[src/hw/evsel_pkg.sv]
// constants and types for the exception vector selector
// assumes a 32-bit core, AHB-Lite register access, one clock
package evsel_pkg;
  // ******************************
  // event codes
  // ******************************
  typedef enum logic [3:0] {
    EV_POWER_ON,
    EV_SYS_BREAK,
    EV_UNK_OPCODE,
    EV_MISALIGN,
    EV_TRAP,
    EV_EXT_IRQ,
    EV_COPRO_IRQ,
    EV_PRIV_OP,
    EV_FETCH_ACC,
    EV_LOAD_ACC,
    EV_FETCH_TLB,
    EV_LOAD_TLB,
    EV_COPRO_OFF
  } evsel_ev_t;

  // ******************************
  // vector offsets
  // ******************************
  localparam logic [31:0] OFS_POWER_ON = 32'h0000_0000;
  localparam logic [31:0] OFS_SYS_BREAK = 32'h0000_0010;
  localparam logic [31:0] OFS_UNK_OPCODE = 32'h0000_0020;
  localparam logic [31:0] OFS_MISALIGN = 32'h0000_0030;
  localparam logic [31:0] OFS_TRAP_BASE = 32'h0000_0040;
  localparam logic [31:0] OFS_EXT_IRQ = 32'h0000_0080;
  localparam logic [31:0] OFS_COPRO_IRQ = 32'h0000_0090;
  localparam logic [31:0] OFS_PRIV_OP = 32'h0000_0100;
  localparam logic [31:0] OFS_ACCESS = 32'h0000_0110;
  localparam logic [31:0] OFS_TLB = 32'h0000_0120;
  localparam logic [31:0] OFS_COPRO_OFF = 32'h0000_0160;
  localparam logic [31:0] TRAP_PC_STEP = 32'h0000_0004;

  // ******************************
  // register map and fields
  // ******************************
  localparam logic [7:0] REG_VBASE = 8'h00;
  localparam logic [7:0] REG_STATE = 8'h04;
  localparam logic [7:0] REG_INT_STAT = 8'h08;
  localparam logic [7:0] REG_INT_MASK = 8'h0c;
  localparam logic [7:0] REG_LAST_PC = 8'h10;
  localparam logic [31:0] VBASE_MASK = 32'h1fff_0000;
  localparam logic [31:0] VBASE_RESET = 32'h0000_0000;
  localparam int MMU_BIT = 31;
  localparam int INT_VECTOR = 0;
  localparam int INT_LATE_WR = 1;
  localparam int INT_ACC_AREA = 2;
  localparam int INT_W = 3;
endpackage

[src/hw/evsel.sv]
// exception vector selector: entry address, status update, saved pc
// assumes event detection and priority upstream, fetch downstream,
// and an AHB-Lite master on the same clock for the registers
`timescale 1ns/100ps

// Functional notes
// RULE_01 - power-on entry always vectors to zero
// RULE_02 - vector base resets to all zeros
// RULE_03 - vector base changes only once per reset
// RULE_04 - entry range follows mmu flag and mode
// RULE_05 - top address bit follows mmu flag
// RULE_06 - power-on clears stack, user, accept bits
// RULE_07 - break irq: offset 10, clear all, next pc
// RULE_08 - unknown opcode: offset 20, keep stack select
// RULE_09 - misaligned access: offset 30 from base
// RULE_10 - traps: offsets 40..7c, saved pc plus four
// RULE_11 - external irq: offset 80, clear all, next pc
// RULE_12 - coprocessor irq: offset 90, clear, next pc
// RULE_13 - privileged op: offset 100, keep stack select
// RULE_14 - access faults share offset 110
// RULE_15 - tlb misses share offset 120
// RULE_16 - coprocessor off: offset 160, keep stack select
// RULE_17 - later base writes ignored until reset
module evsel #(
  parameter int HADDR_W = 12
) (
  input wire logic REF_CLK,
  input wire logic NRST,
  input wire logic HSEL,
  input wire logic [HADDR_W-1:0] HADDR,
  input wire logic [1:0] HTRANS,
  input wire logic HWRITE,
  input wire logic [2:0] HSIZE,
  input wire logic [31:0] HWDATA,
  input wire logic HREADY,
  output logic [31:0] HRDATA,
  output logic HREADYOUT,
  output logic HRESP,
  input wire logic EV_VALID,
  input wire evsel_pkg::evsel_ev_t EV_CODE,
  input wire logic [3:0] EV_TRAP_NUM,
  input wire logic [31:0] EV_PC,
  input wire logic [31:0] EV_NEXT_PC,
  input wire logic XLATE_ON,
  input wire logic STACK_SEL_IN,
  input wire logic USER_MODE_IN,
  input wire logic IRQ_ACCEPT_IN,
  output logic VEC_VALID,
  output logic [31:0] VEC_ADDR,
  output logic VEC_ACC_AREA,
  output logic STACK_SEL_OUT,
  output logic USER_MODE_OUT,
  output logic IRQ_ACCEPT_OUT,
  output logic [31:0] SAVED_PC,
  output logic SAVED_PC_VALID,
  output logic IRQ
);
  import evsel_pkg::*;

  // ******************************
  // elaboration checks
  // ******************************
  if (HADDR_W < 5)
  begin : g_bad_addr
    $error("HADDR_W too small for the register map");
  end

  // ******************************
  // state
  // ******************************
  typedef struct packed {
    logic [31:0] base;
    logic locked;
    logic mmu;
    logic [INT_W-1:0] ist;
    logic [INT_W-1:0] imask;
    logic dph_wr;
    logic [7:0] dph_addr;
    logic [31:0] rdata;
    logic vld;
    logic [31:0] vaddr;
    logic acc_area;
    logic ss;
    logic um;
    logic ia;
    logic [31:0] spc;
    logic spc_vld;
    logic irq;
  } evsel_st_t;

  evsel_st_t st;
  evsel_st_t next_st;

  // per-event offset, shared by the datapath and the checks
  function automatic logic [31:0] ofs_of(evsel_ev_t c, logic [3:0] tn);
    logic [31:0] o;
    o = OFS_POWER_ON;
    case (c)
      EV_SYS_BREAK: o = OFS_SYS_BREAK; // RULE_07
      EV_UNK_OPCODE: o = OFS_UNK_OPCODE; // RULE_08
      EV_MISALIGN: o = OFS_MISALIGN; // RULE_09
      EV_TRAP: o = OFS_TRAP_BASE + {26'h0, tn, 2'h0}; // RULE_10
      EV_EXT_IRQ: o = OFS_EXT_IRQ; // RULE_11
      EV_COPRO_IRQ: o = OFS_COPRO_IRQ; // RULE_12
      EV_PRIV_OP: o = OFS_PRIV_OP; // RULE_13
      EV_FETCH_ACC,
      EV_LOAD_ACC: o = OFS_ACCESS; // RULE_14
      EV_FETCH_TLB,
      EV_LOAD_TLB: o = OFS_TLB; // RULE_15
      EV_COPRO_OFF: o = OFS_COPRO_OFF; // RULE_16
      default: o = OFS_POWER_ON;
    endcase
    return o;
  endfunction

  // interrupts clear stack select, exceptions and traps keep it
  function automatic logic is_irq_kind(evsel_ev_t c);
    return (c == EV_POWER_ON) || (c == EV_SYS_BREAK) ||
      (c == EV_EXT_IRQ) || (c == EV_COPRO_IRQ);
  endfunction

  // effective base: writable field plus the mmu flag on top
  function automatic logic [31:0] eff_base(logic [31:0] b, logic m);
    logic [31:0] e;
    e = b & VBASE_MASK;
    e[MMU_BIT] = m;
    return e;
  endfunction

  logic addr_ok;
  logic [31:0] ev_set;
  logic [INT_W-1:0] hw_set;

  // ******************************
  // next-state logic
  // ******************************
  // address phase is taken only with hready high and a real transfer
  assign addr_ok = HSEL && HTRANS[1] && HREADY;

  always_comb
  begin
    next_st = st;
    ev_set = 32'h0;
    hw_set = '0;
    next_st.vld = 1'b0;
    next_st.spc_vld = 1'b0;
    // flag follows the current translation mode each cycle
    next_st.mmu = XLATE_ON; // RULE_05

    // vector and status for each accepted event, saved pc for all but power-on
    if (EV_VALID)
    begin
      next_st.vld = 1'b1;
      hw_set[INT_VECTOR] = 1'b1;
      if (EV_CODE == EV_POWER_ON)
      begin
        next_st.vaddr = OFS_POWER_ON; // RULE_01
        next_st.acc_area = 1'b0;
      end
      else
      begin
        // base field sits at zero until written, so after reset the
        // offsets are absolute except for the mmu flag on bit 31
        ev_set = eff_base(st.base, st.mmu) + ofs_of(EV_CODE, EV_TRAP_NUM); // RULE_09
        next_st.vaddr = ev_set; // RULE_04
        // user mode with translation on lands in the access area
        next_st.acc_area = st.mmu && USER_MODE_IN; // RULE_04
        hw_set[INT_ACC_AREA] = st.mmu && USER_MODE_IN;
      end
      // stack select cleared only for the interrupt kinds
      next_st.ss = is_irq_kind(EV_CODE) ? 1'b0 : STACK_SEL_IN; // RULE_06
      next_st.um = 1'b0; // RULE_08
      next_st.ia = 1'b0; // RULE_13
      case (EV_CODE)
        // power-on leaves the saved pc undefined; keep it and no strobe
        EV_POWER_ON: next_st.spc_vld = 1'b0; // RULE_06
        EV_SYS_BREAK,
        EV_EXT_IRQ,
        EV_COPRO_IRQ:
        begin
          next_st.spc = EV_NEXT_PC; // RULE_11
          next_st.spc_vld = 1'b1;
        end
        EV_TRAP:
        begin
          next_st.spc = EV_PC + TRAP_PC_STEP; // RULE_10
          next_st.spc_vld = 1'b1;
        end
        default:
        begin
          next_st.spc = EV_PC; // RULE_14
          next_st.spc_vld = 1'b1;
        end
      endcase
    end
    else
    begin
      // hold the last mode bits as a stable view for fetch
      next_st.ss = st.ss;
      next_st.um = st.um;
      next_st.ia = st.ia;
    end

    // data phase of a bus write
    if (st.dph_wr)
    begin
      if (st.dph_addr == REG_VBASE)
      begin
        if (!st.locked)
        begin
          next_st.base = HWDATA & VBASE_MASK; // RULE_03
          next_st.locked = 1'b1; // RULE_17
        end
        else
        begin
          // late write dropped; flagged so software can see it
          hw_set[INT_LATE_WR] = 1'b1; // RULE_17
        end
      end
      else if (st.dph_addr == REG_INT_STAT)
      begin
        next_st.ist = st.ist & ~HWDATA[INT_W-1:0];
      end
      else if (st.dph_addr == REG_INT_MASK)
      begin
        next_st.imask = HWDATA[INT_W-1:0];
      end
    end

    // set beats clear so no event is lost
    next_st.ist = next_st.ist | hw_set;

    // address phase: latch for the write data phase
    next_st.dph_wr = addr_ok && HWRITE;
    next_st.dph_addr = {3'h0, HADDR[4:0]};

    // reads come from the next state, so a write just before is seen
    next_st.rdata = 32'h0;
    if (addr_ok && !HWRITE)
    begin
      if (HADDR[4:0] == REG_VBASE[4:0])
      begin
        next_st.rdata = eff_base(next_st.base, next_st.mmu);
      end
      else if (HADDR[4:0] == REG_STATE[4:0])
      begin
        // accept bit rides on top so every psw input stays visible
        next_st.rdata = {27'h0, IRQ_ACCEPT_IN, USER_MODE_IN, STACK_SEL_IN,
          next_st.mmu, next_st.locked};
      end
      else if (HADDR[4:0] == REG_INT_STAT[4:0])
      begin
        next_st.rdata = {{(32-INT_W){1'b0}}, next_st.ist};
      end
      else if (HADDR[4:0] == REG_INT_MASK[4:0])
      begin
        next_st.rdata = {{(32-INT_W){1'b0}}, next_st.imask};
      end
      else if (HADDR[4:0] == REG_LAST_PC[4:0])
      begin
        next_st.rdata = next_st.spc;
      end
      else
      begin
        // unmapped reads answer zero
        next_st.rdata = 32'h0;
      end
    end

    // interrupt line registered from the next-state status and mask
    next_st.irq = |(next_st.ist & next_st.imask);
  end

  // ******************************
  // state register
  // ******************************
  always_ff @(posedge REF_CLK or negedge NRST)
  begin
    if (!NRST)
    begin
      st <= '0;
      st.base <= VBASE_RESET; // RULE_02
    end
    else
    begin
      st <= next_st;
    end
  end

  // ******************************
  // outputs
  // ******************************
  // zero wait states; response never signals an error
  logic hready_q;
  always_ff @(posedge REF_CLK or negedge NRST)
  begin
    if (!NRST)
    begin
      // ready already during reset, so the bus never sees a stall
      hready_q <= 1'b1;
    end
    else
    begin
      hready_q <= 1'b1;
    end
  end

  assign HREADYOUT = hready_q;
  assign HRESP = 1'b0;
  assign HRDATA = st.rdata;
  assign VEC_VALID = st.vld;
  assign VEC_ADDR = st.vaddr;
  assign VEC_ACC_AREA = st.acc_area;
  assign STACK_SEL_OUT = st.ss;
  assign USER_MODE_OUT = st.um;
  assign IRQ_ACCEPT_OUT = st.ia;
  assign SAVED_PC = st.spc;
  assign SAVED_PC_VALID = st.spc_vld;
  assign IRQ = st.irq;
endmodule

[config.mk]
export PLATFORM = sky130hd
export DESIGN_NAME = evsel
export DESIGN_NICKNAME = d
export VERILOG_FILES = /design/src/hw/evsel_pkg.sv /design/src/hw/evsel.sv
export SDC_FILE = /design/constraint.sdc
export NUM_CORES = 1
export LEC_CHECK = 0
export BUFFER_PORTS_ARGS = -buffer_cell sky130_fd_sc_hd__buf_2
export CAP_MARGIN = 20
export CORE_MARGIN = 4
export CORE_UTILIZATION = 50
export DETAILED_ROUTE_END_ITERATION = 16
export PLACE_DENSITY = 0.84
export SETUP_SLACK_MARGIN = 0.15
export SLEW_MARGIN = 40
export SYNTH_ARGS = -nofsm -noshare
export SYNTH_HDL_FRONTEND = slang
export SYNTH_SLANG_ARGS = --single-unit
[constraint.sdc]
create_clock -name REF_CLK -period 2.25 [get_ports REF_CLK]
set_input_delay 0.45 -clock REF_CLK [delete_from_list [all_inputs] [get_ports REF_CLK]]
set_output_delay 0.45 -clock REF_CLK [all_outputs]
set_load 0.02 [all_outputs]
==> results of run 1 <==
==> stage by stage <==
stage          power [W]  hold slack (ns)  utilization, %  cell area (µm²)
6_report         0.00607           0.0222            61.8             8190
5_1_grt          0.00631           0.0353            61.8             8190
4_1_cts          0.00611           0.0273            61.7             8170
3_5_place_dp     0.00331            0.468            57.1             7560
3_3_place_gp     0.00329            0.465            57.1             7560
2_1_floorplan    0.00300            0.154               -             6820
==> layout by cell type (no fill, tap or decap), drive strengths merged, types with 19 or more instances in the layout <==
master	instances
nor2	47
nand2	70
inv	21
nand3	23
dfrtp	117
a21oi	23
o2bb2ai	21
o21ai	40
buf	250
clkbuf	19
==> final cells by class <==
cell class	instances	area (µm²)
Antenna cell	4	10.0
Clock buffer	19	443
Clock inverter	13	171
Fill cell	1186	5060
Inverter	17	63.8
Multi-Input combinational cell	443	2880
Sequential cell	117	2930
Tap cell	176	220
Timing Repair Buffer	250	1470
==> cell usage after synthesis (3+ instances only) <==
library cell  count  area (µm²)
dfrtp_1         117        2930
buf_4           101         758
nand2_1          69         259
nor2_1           46         173
o21ai_0          36         180
nand3_1          21         105
o2bb2ai_1        21         184
a21oi_1          20         100
clkbuf_1         17        63.8
inv_1            16        60.1
mux2_2           16         180
and2_1           14        87.6
buf_2            14        70.1
a22o_1           12         105
nor3_1           12        60.1
a221oi_1         10        87.6
xnor2_1          10        87.6
a31oi_1           8        50.1
nand4_1           8        50.1
o221ai_1          7        61.3
a22oi_1           6        45.0
and3_1            6        37.5
a21o_1            5        37.5
a221o_1           5        50.1
a222oi_1          5        50.1
a32oi_1           5        43.8
and4_1            5        43.8
buf_6             5        56.3
xor2_1            5        43.8
nand2b_1          4        25.0
nor4_1            4        25.0
o21ai_1           4        20.0
o21bai_1          4        30.0
o22ai_1           4        25.0
a21boi_0          3        22.5
mux2i_1           3        30.0
o211ai_1          3        22.5
o31ai_1           3        22.5
==> flip-flops by register name, indices dropped and copies added, names as in the netlist <==
register        count
SAVED_PC           32
STACK_SEL_OUT       1
VEC_ACC_AREA        1
HRDATA             32
SAVED_PC_VALID      1
VEC_VALID           1
IRQ                 1
st                 27
VEC_ADDR           21
==> worst max-delay path, stage by stage (launching register included) <==
cell and delay [ns]:
dfrtp_1 0.39, nor4b_4 0.31, buf_4 0.18, nand3_2 0.11, mux2_2 0.31, or2_2 0.28, a31oi_1 0.20, a221oi_1 0.10
==> per-layer routing <==
metal / GRT usage (%) / up-vias
li1: - / 2720
met2: 38.5 / 282
met1: 33.7 / 2829
met4: 8.58 / 4
met5: 0 / -
met3: 7.68 / 40
==> how the worst min path moves through the flow <==
| stage | endpoint | cells past startpoint | slack (ns) |
|---|---|---|---|
| final | st[146] | 2 | 0.02 |
| after floorplan | HRDATA[0] | 0 | 0.15 |
| after global routing | st[146] | 2 | 0.04 |
| after CTS | st[146] | 2 | 0.03 |
| after global placement | VEC_ADDR[2] | 1 | 0.46 |
| after detailed placement | st[146] | 2 | 0.47 |
==> power groups by stage <==
stage | combinational [W] | clock, W | sequential, W
3_3_place_gp | 0.000942 | 0 | 0.00235
2_1_floorplan | 0.000664 | 0 | 0.00234
4_1_cts | 0.000957 | 0.00284 | 0.00232
6_report | 0.000958 | 0.00280 | 0.00232
3_5_place_dp | 0.000955 | 0 | 0.00235
5_1_grt | 0.00104 | 0.00293 | 0.00233
==> cells by family (layout without fill, tap and decap cells) <==
logic type      after synthesis  count (layout)  share of synthesized area, %
xor+xnor                     15              15                          1.94
buf+inv                     156             299                          15.1
flops                       117             117                          43.2
mux                          19              19                          3.10
other cells                   2              19                         0.111
compound gates              179             179                          19.5
simple gates                214             214                          16.9
fa+ha+maj                     1               1                         0.185
==> out/metrics.yaml, run 1 <==
clocking:
  cts_resized: 0
  postCtsHoldBufs: 0
  cts_buffers: 17
  cts.clk_slew.worst_paths_ns: 0.06
  cts_buffer_depth: 2
  cts_tree: "done"
  h-tree-depth: 4
  cts-root-buf: "clkbuf_16"
  cts_sinks: 117
  insertion_delay_ns: 0.42
  post-cts-setup-buffers: 0
critical_path:
  reg2reg_depth: 7
  worstSetupEndpoint: "HRDATA[1]"
  cp_max_fo: 5
  endpoint_kind: "flip-flop"
  r2r_end: "HRDATA[1]"
  cp_data_required_time_ns: 2.54
  rrSetupSlack_ns: 0.24
  cp-start-kind: "flip-flop"
  crit_start: "st[104]"
  timing.rr.start: "st[104]"
  crit_arrival_ns: 2.30
  path_class: "flip-flop to flip-flop"
die:
  die_w_um: 124
  io_pins: 236
  num_rows: 42
  dieArea_mm2: 0.0155
  die_y_um: 124
  core_area_mm2: 0.0132
  start_util_pct: 51.1
sta:
  rsz0062_at_grt: "false"
  setup_viol: 0
  min_period_ns: 2.01
  fin_ws_ns: 0.237
  worst_slew_pin_slew_ns: 0.617
  skew_ns: 0.00827
  period_share_pct: 89.5
  setup_tns_ns: 0
  relSlewSlack_pct: 58.9
  fmax_mhz: 497
  slew_violations: 0
  hold_viol: 0
placement:
  dp.cells: 1003
  gp_congestion: 0.939
  preCtsSetupSlack_ns: 0.0356
  dpl.hpwl_mm: 14.9
  port_buffers: 193
power_and_ir_drop:
  p_switching_w: 0.00170
  p_leak_nw: 3.97
  power.internal_w: 0.00437
  switching_share_pct: 28.0
  ir_drop_v: 0.000483
  clkPwrFrac_pct: 46.1
  p_seq_share_pct: 38.2
  p_per_area_mw_per_mm2: 742
  pwr-share-comb_pct: 15.8
yosys:
  postSynthAreaPerCell_um2: 9.63
  synth_edf_count: 0
  synth_cell_type_count: 75
  ys_warn_count: 0
  async_reset_ff_share_pct: 100
  synth_ff_type: "dfrtp_1"
  ys_seq_elements: 117
  syn-instance-count: 703
  synth.yosys.seq_area_share_pct: 43.2
  syn_area_mm2: 0.00677
run_status:
  status: "complete, no violations"
drt:
  drtIter0Drc: 519
  top_layer: "met5"
  drc: 0
  wl_met3_mm: 1.72
  first_pass_iters: 5
  vias_per_cell: 5.65
  finalWirelength_mm: 19.5
  num_vias: 5875
  wire_per_inst_um: 18.8
  met1Wirelength_mm: 8.37
  ant_nets: 0
  wl_met2_mm: 8.94
global_routing:
  grt_max_degree: 69
  grt_pass1_wl_mm: 30.7
  grt_overflow_total: 0
  grt_pass1_vias: 5691
  grtUsageTotal_pct: 25.0
  antenna_found_initial: 6
layout:
  syn_to_final_growth_pct: 20.9
  layout-drive-gt1-share_pct: 37.5
  finalNonFillerCells: 1039
  layout.nets: 978
hold_path:
  min_path_type: "input port to asynchronous set/reset pin"
run:
  cap_viol_max_count: 0
Power figures use the tool's default switching activity.
==> run 2, diff against run 1 <==
--- a/config.mk
+++ b/config.mk
@@ -10,7 +10,8 @@
 export CORE_MARGIN = 4
 export CORE_UTILIZATION = 50
 export DETAILED_ROUTE_END_ITERATION = 16
-export PLACE_DENSITY = 0.84
+export PLACE_DENSITY = 0.8
+export REMOVE_ABC_BUFFERS = 1
 export SETUP_SLACK_MARGIN = 0.15
 export SLEW_MARGIN = 40
 export SYNTH_ARGS = -nofsm -noshare
==> out/metrics.yaml, run 2 (synthesized netlist as in run 1, its figures left out) <==
drt:
  finalWirelength_mm: 19.8
  wire_per_inst_um: 19.4
  num_vias: 5870
  vias_per_cell: 5.76
  drc: 0
  drtIter0Drc: 652
  ant_nets: 0
  first_pass_iters: 5
critical_path:
  path_class: "flip-flop to flip-flop"
  rrSetupSlack_ns: 0.26
  cp_max_fo: 4
  cp_data_required_time_ns: 2.53
  crit_arrival_ns: 2.27
  cp-start-kind: "flip-flop"
  endpoint_kind: "flip-flop"
sta:
  period_share_pct: 88.5
  skew_ns: 0.00811
  hold_viol: 0
  fin_ws_ns: 0.259
  fmax_mhz: 502
  min_period_ns: 1.99
  setup_viol: 0
  rsz0062_at_grt: "true"
  worst_slew_pin_slew_ns: 0.590
  relSlewSlack_pct: 59.7
  hold_ws_ns: 0.00948
  slew_violations: 0
layout:
  fillers: 1161
  design_area_mm2: 0.00800
  layout.nets: 961
  final_cell_mix: "buf_2 (192), dfrtp_1 (117), nand2_1 (69)"
  layout-drive-gt1-share_pct: 36.0
  final_core_util_pct: 60.4
  syn_to_final_growth_pct: 18.0
  mostFrequentLayoutCell: "buf_2"
global_routing:
  grt_max_degree: 49
  antenna_found_initial: 2
  grt_overflow_total: 0
  grtUsageTotal_pct: 25.4
  grt_pass1_vias: 5831
  grt_pass1_wl_mm: 31.4
placement:
  gp_congestion: 0.936
  preCtsSetupSlack_ns: -0.0494
  dpl.hpwl_mm: 14.7
  port_buffers: 193
  place_area_mm2: 0.00741
clocking:
  cts.clk_slew.worst_paths_ns: 0.05
  cts_sinks: 117
  cts_buffer_depth: 2
  cts-root-buf: "clkbuf_16"
  cts_tree: "done"
  h-tree-depth: 4
  insertion_delay_ns: 0.41
  cts_buffers: 17
  postCtsHoldBufs: 0
die:
  die_w_um: 124
  num_rows: 42
  io_pins: 236
  core_area_mm2: 0.0132
  dieArea_mm2: 0.0155
  start_util_pct: 51.1
  die_y_um: 124
run:
  cap_viol_max_count: 0
power_and_ir_drop:
  p_per_area_mw_per_mm2: 736
  ir_drop_v: 0.000548
  p_leak_nw: 3.86
run_status:
  status: "complete, no violations"
hold_path:
  min_path_type: "input port to asynchronous set/reset pin"
-- run 2: worst max-delay path, stage by stage, from the launching register on --
cell      delay, ns
dfrtp_1        0.39
nor4b_4        0.38
nand3_1        0.20
mux2_2         0.33
or2_2          0.28
a31oi_1        0.18
a221oi_1       0.09
-- run 2: timing repair --
action,CTS,global route
endpoints found under the setup margin,0,7
setup buffers,0,1
resized for setup,0,1
-- run 2: stage by stage --
stage,total power (W),setup TNS [ns],cells
3_5_place_dp,0.00328,-0.0998,985
5_1_grt,0.00611,0,1019
3_3_place_gp,0.00326,0,985
2_1_floorplan,0.00279,-0.0486,577
6_report,0.00588,0,1019
4_1_cts,0.00591,0,1017
-- run 2: final timing paths --
check | startpoint | to | cells past startpoint
setup / recovery | st[107] | HRDATA[1] | 6
hold / removal | NRST | VEC_ADDR[7] | 1
setup reg to reg | st[107] | HRDATA[1] | 6
hold reg to reg | VEC_ADDR[26] | VEC_ADDR[26] | 1
max in group asynchronous | NRST | st[139] | 2
min in group REF_CLK | HADDR[0] | st[103] | 1
-- run 2: layer usage --
| layer | GRT usage [%] | part of all wire (%) | vias up |
|---|---|---|---|
| met5 | 0 | 0.035 | - |
| met4 | 8.25 | 2.2 | 2 |
| met3 | 7.46 | 8.9 | 38 |
| met2 | 40.4 | 47 | 290 |
| met1 | 33.4 | 42 | 2865 |
| li1 | - | - | 2675 |
-- run 2: layout make-up --
| cell class | instances | area, µm² | area share [%] |
|---|---|---|---|
| clock buffers | 20 | 437 | 5.46 |
| inverters | 17 | 63.8 | 0.798 |
| diodes | 1 | 2.50 | 0.0313 |
| well taps | 176 | 220 | 2.75 |
| clock inverters | 12 | 133 | 1.66 |
| multi-input cells | 443 | 2880 | 36.0 |
| repair buffers | 233 | 1330 | 16.7 |
| flip-flops and latches | 117 | 2930 | 36.6 |
-- run 2: power breakdown --
part           switching, W  total [W]  internal (W)
clock network       0.00100    0.00263       0.00163
registers         0.0000846    0.00232       0.00223
logic              0.000599   0.000938      0.000339
total               0.00169    0.00588       0.00420
==> run 3, diff against run 2 <==
--- a/config.mk
+++ b/config.mk
@@ -7,10 +7,12 @@
 export LEC_CHECK = 0
 export BUFFER_PORTS_ARGS = -buffer_cell sky130_fd_sc_hd__buf_2
 export CAP_MARGIN = 20
+export CELL_PAD_IN_SITES_DETAIL_PLACEMENT = 2
+export CELL_PAD_IN_SITES_GLOBAL_PLACEMENT = 2
 export CORE_MARGIN = 4
-export CORE_UTILIZATION = 50
+export CORE_UTILIZATION = 27
 export DETAILED_ROUTE_END_ITERATION = 16
-export PLACE_DENSITY = 0.8
+export PLACE_DENSITY_LB_ADDON = 0.1
 export REMOVE_ABC_BUFFERS = 1
 export SETUP_SLACK_MARGIN = 0.15
 export SLEW_MARGIN = 40
==> constraint.sdc (replaced) <==
create_clock -name REF_CLK -period 1.7 [get_ports REF_CLK]
set_input_delay 0.34 -clock REF_CLK [delete_from_list [all_inputs] [get_ports REF_CLK]]
set_output_delay 0.34 -clock REF_CLK [all_outputs]
set_load 0.02 [all_outputs]
==> out/metrics.yaml, run 3 (synthesized netlist as in run 1, its figures left out) <==
power_and_ir_drop:
  p_per_area_mw_per_mm2: 910
  p_switching_w: 0.00253
  p_leak_nw: 4.54
  ir_drop_v: 0.000568
  pwr-share-comb_pct: 18.0
  total_power_w: 0.00862
  power.internal_w: 0.00610
  p_seq_share_pct: 35.7
  switching_share_pct: 29.3
  clkPwrFrac_pct: 46.2
run_status:
  violations: "setup timing"
  status: "complete, but fails checks"
critical_path:
  reg2reg_depth: 7
  cp_max_fo: 5
  cp-start-kind: "flip-flop"
  timing.rr.start: "st[107]"
  endpoint_kind: "flip-flop"
  rrSetupSlack_ns: -0.27
  path_class: "flip-flop to flip-flop"
  max_stage_delay_ns: 0.39
  cp_data_required_time_ns: 2.00
  crit_arrival_ns: 2.27
  cpMaxStageDelayCell: "dfrtp_1"
  crit_buf_inv: 1
  critPathTopFamily: "simple AND/OR/NAND/NOR gates"
  r2r_end: "HRDATA[22]"
  worstPathCellList: "nor4b_4 > nand2_1 > nor2_4 > buf_8 > mux2_4 > and2_4 > a221o_1"
sta:
  skew_ns: 0.00868
  setup_viol: 26
  hold_ws_ns: 0.0639
  fin_ws_ns: -0.270
  rsz0062_at_grt: "true"
  hold_viol: 0
  fmax_mhz: 508
  slew_violations: 0
  period_share_pct: 116
  min_period_ns: 1.97
die:
  io_pins: 236
  num_rows: 57
  die_w_um: 166
  start_util_pct: 27.6
  die_y_um: 166
  dieArea_mm2: 0.0277
  core_area_mm2: 0.0245
layout:
  register_area_mm2: 0.00293
  fillers: 2711
  finalNonFillerCells: 1268
  final_core_util_pct: 38.6
  multiInputGateArea_mm2: 0.00319
  layout-drive-gt1-share_pct: 47.7
  mostFrequentLayoutCell: "buf_2"
  layout.nets: 1062
  syn_to_final_growth_pct: 40.0
  final_cell_mix: "buf_2 (184), buf_4 (121), dfrtp_1 (117)"
global_routing:
  gr-usage-met3_pct: 4.88
  grt_max_degree: 65
  top_usage_layer: "met2"
  grt_pass1_vias: 7267
  antenna_found_initial: 5
  use_met2_pct: 34.6
  grtUsageTotal_pct: 20.1
  grt_pass1_wl_mm: 43.4
  grt_overflow_total: 0
  grtUsageMet1_pct: 25.4
clocking:
  cts.clk_slew.worst_paths_ns: 0.06
  cts_sinks: 117
  cts_tree: "done"
  cts_buffers: 17
  cts_buffer_depth: 2
  insertion_delay_ns: 0.42
  h-tree-depth: 4
  cts-root-buf: "clkbuf_16"
drt:
  num_vias: 6257
  first_pass_iters: 4
  wire_per_inst_um: 22.2
  drc: 0
  drtIter0Drc: 298
  vias_per_cell: 4.93
  ant_nets: 0
  finalWirelength_mm: 28.1
placement:
  dp.cells: 1217
  dpl.hpwl_mm: 21.3
  gp_congestion: 0.816
  port_buffers: 193
hold_path:
  holdPathEnd: "st[104]"
  min_from: "HADDR[1]"
  min_path_type: "input port to flip-flop"
  min_path_cells: 1
run:
  cap_viol_max_count: 0
==> run 3: worst max-delay path by stage <==
stage	slack [ns]	to	cells past startpoint	start
after floorplan	-0.60	HRDATA[22]	6	st[104]
after global placement	-0.61	HRDATA[14]	8	EV_PC[2]
after detailed placement	-0.65	HRDATA[14]	8	EV_PC[2]
after CTS	-0.30	HRDATA[22]	7	st[107]
after global routing	-0.33	HRDATA[22]	7	st[107]
final	-0.27	HRDATA[22]	7	st[107]
==> run 3: final cells by class <==
type	instances	share of cell area, %
multi-input combinational	443	33.6
sequential	117	30.9
timing repair buffer	334	23.8
clock buffer	19	4.67
tap	324	4.28
clock inverter	13	2.05
inverter	17	0.673
antenna	1	0.0264
==> run 3: power by group through the flow <==
stage	Combinational, W	Sequential [W]	Clock [W]
final	0.00156	0.00308	0.00399
after floorplan	0.000424	0.00327	0
after detailed placement	0.00143	0.00313	0
after CTS	0.00150	0.00308	0.00408
after global placement	0.00139	0.00312	0
after global routing	0.00169	0.00310	0.00421
==> run 3: per-layer routing <==
metal  wire, µm  vias up
li1           -     2875
met1      12200     3161
met2      13900      178
met3       1550       35
met4        440        8
met5         46        -
==> run 3: through the flow <==
stage / worst slack (ns) / instance area [µm²] / TNS, ns
3_3_place_gp: -0.613 / 8250 / -17.26
2_1_floorplan: -0.599 / 5870 / -9.42
3_5_place_dp: -0.646 / 8250 / -20.34
5_1_grt: -0.330 / 9480 / -5.82
6_report: -0.270 / 9480 / -3.57
4_1_cts: -0.296 / 9180 / -4.42
==> run 3: repair_timing <==
action	in CTS	in global routing
gates resized for setup	57	57
hold buffers	1	0
endpoints found under the setup margin	49	54
hold endpoints to repair	117	0
setup buffers	7	10
pin swaps	28	29
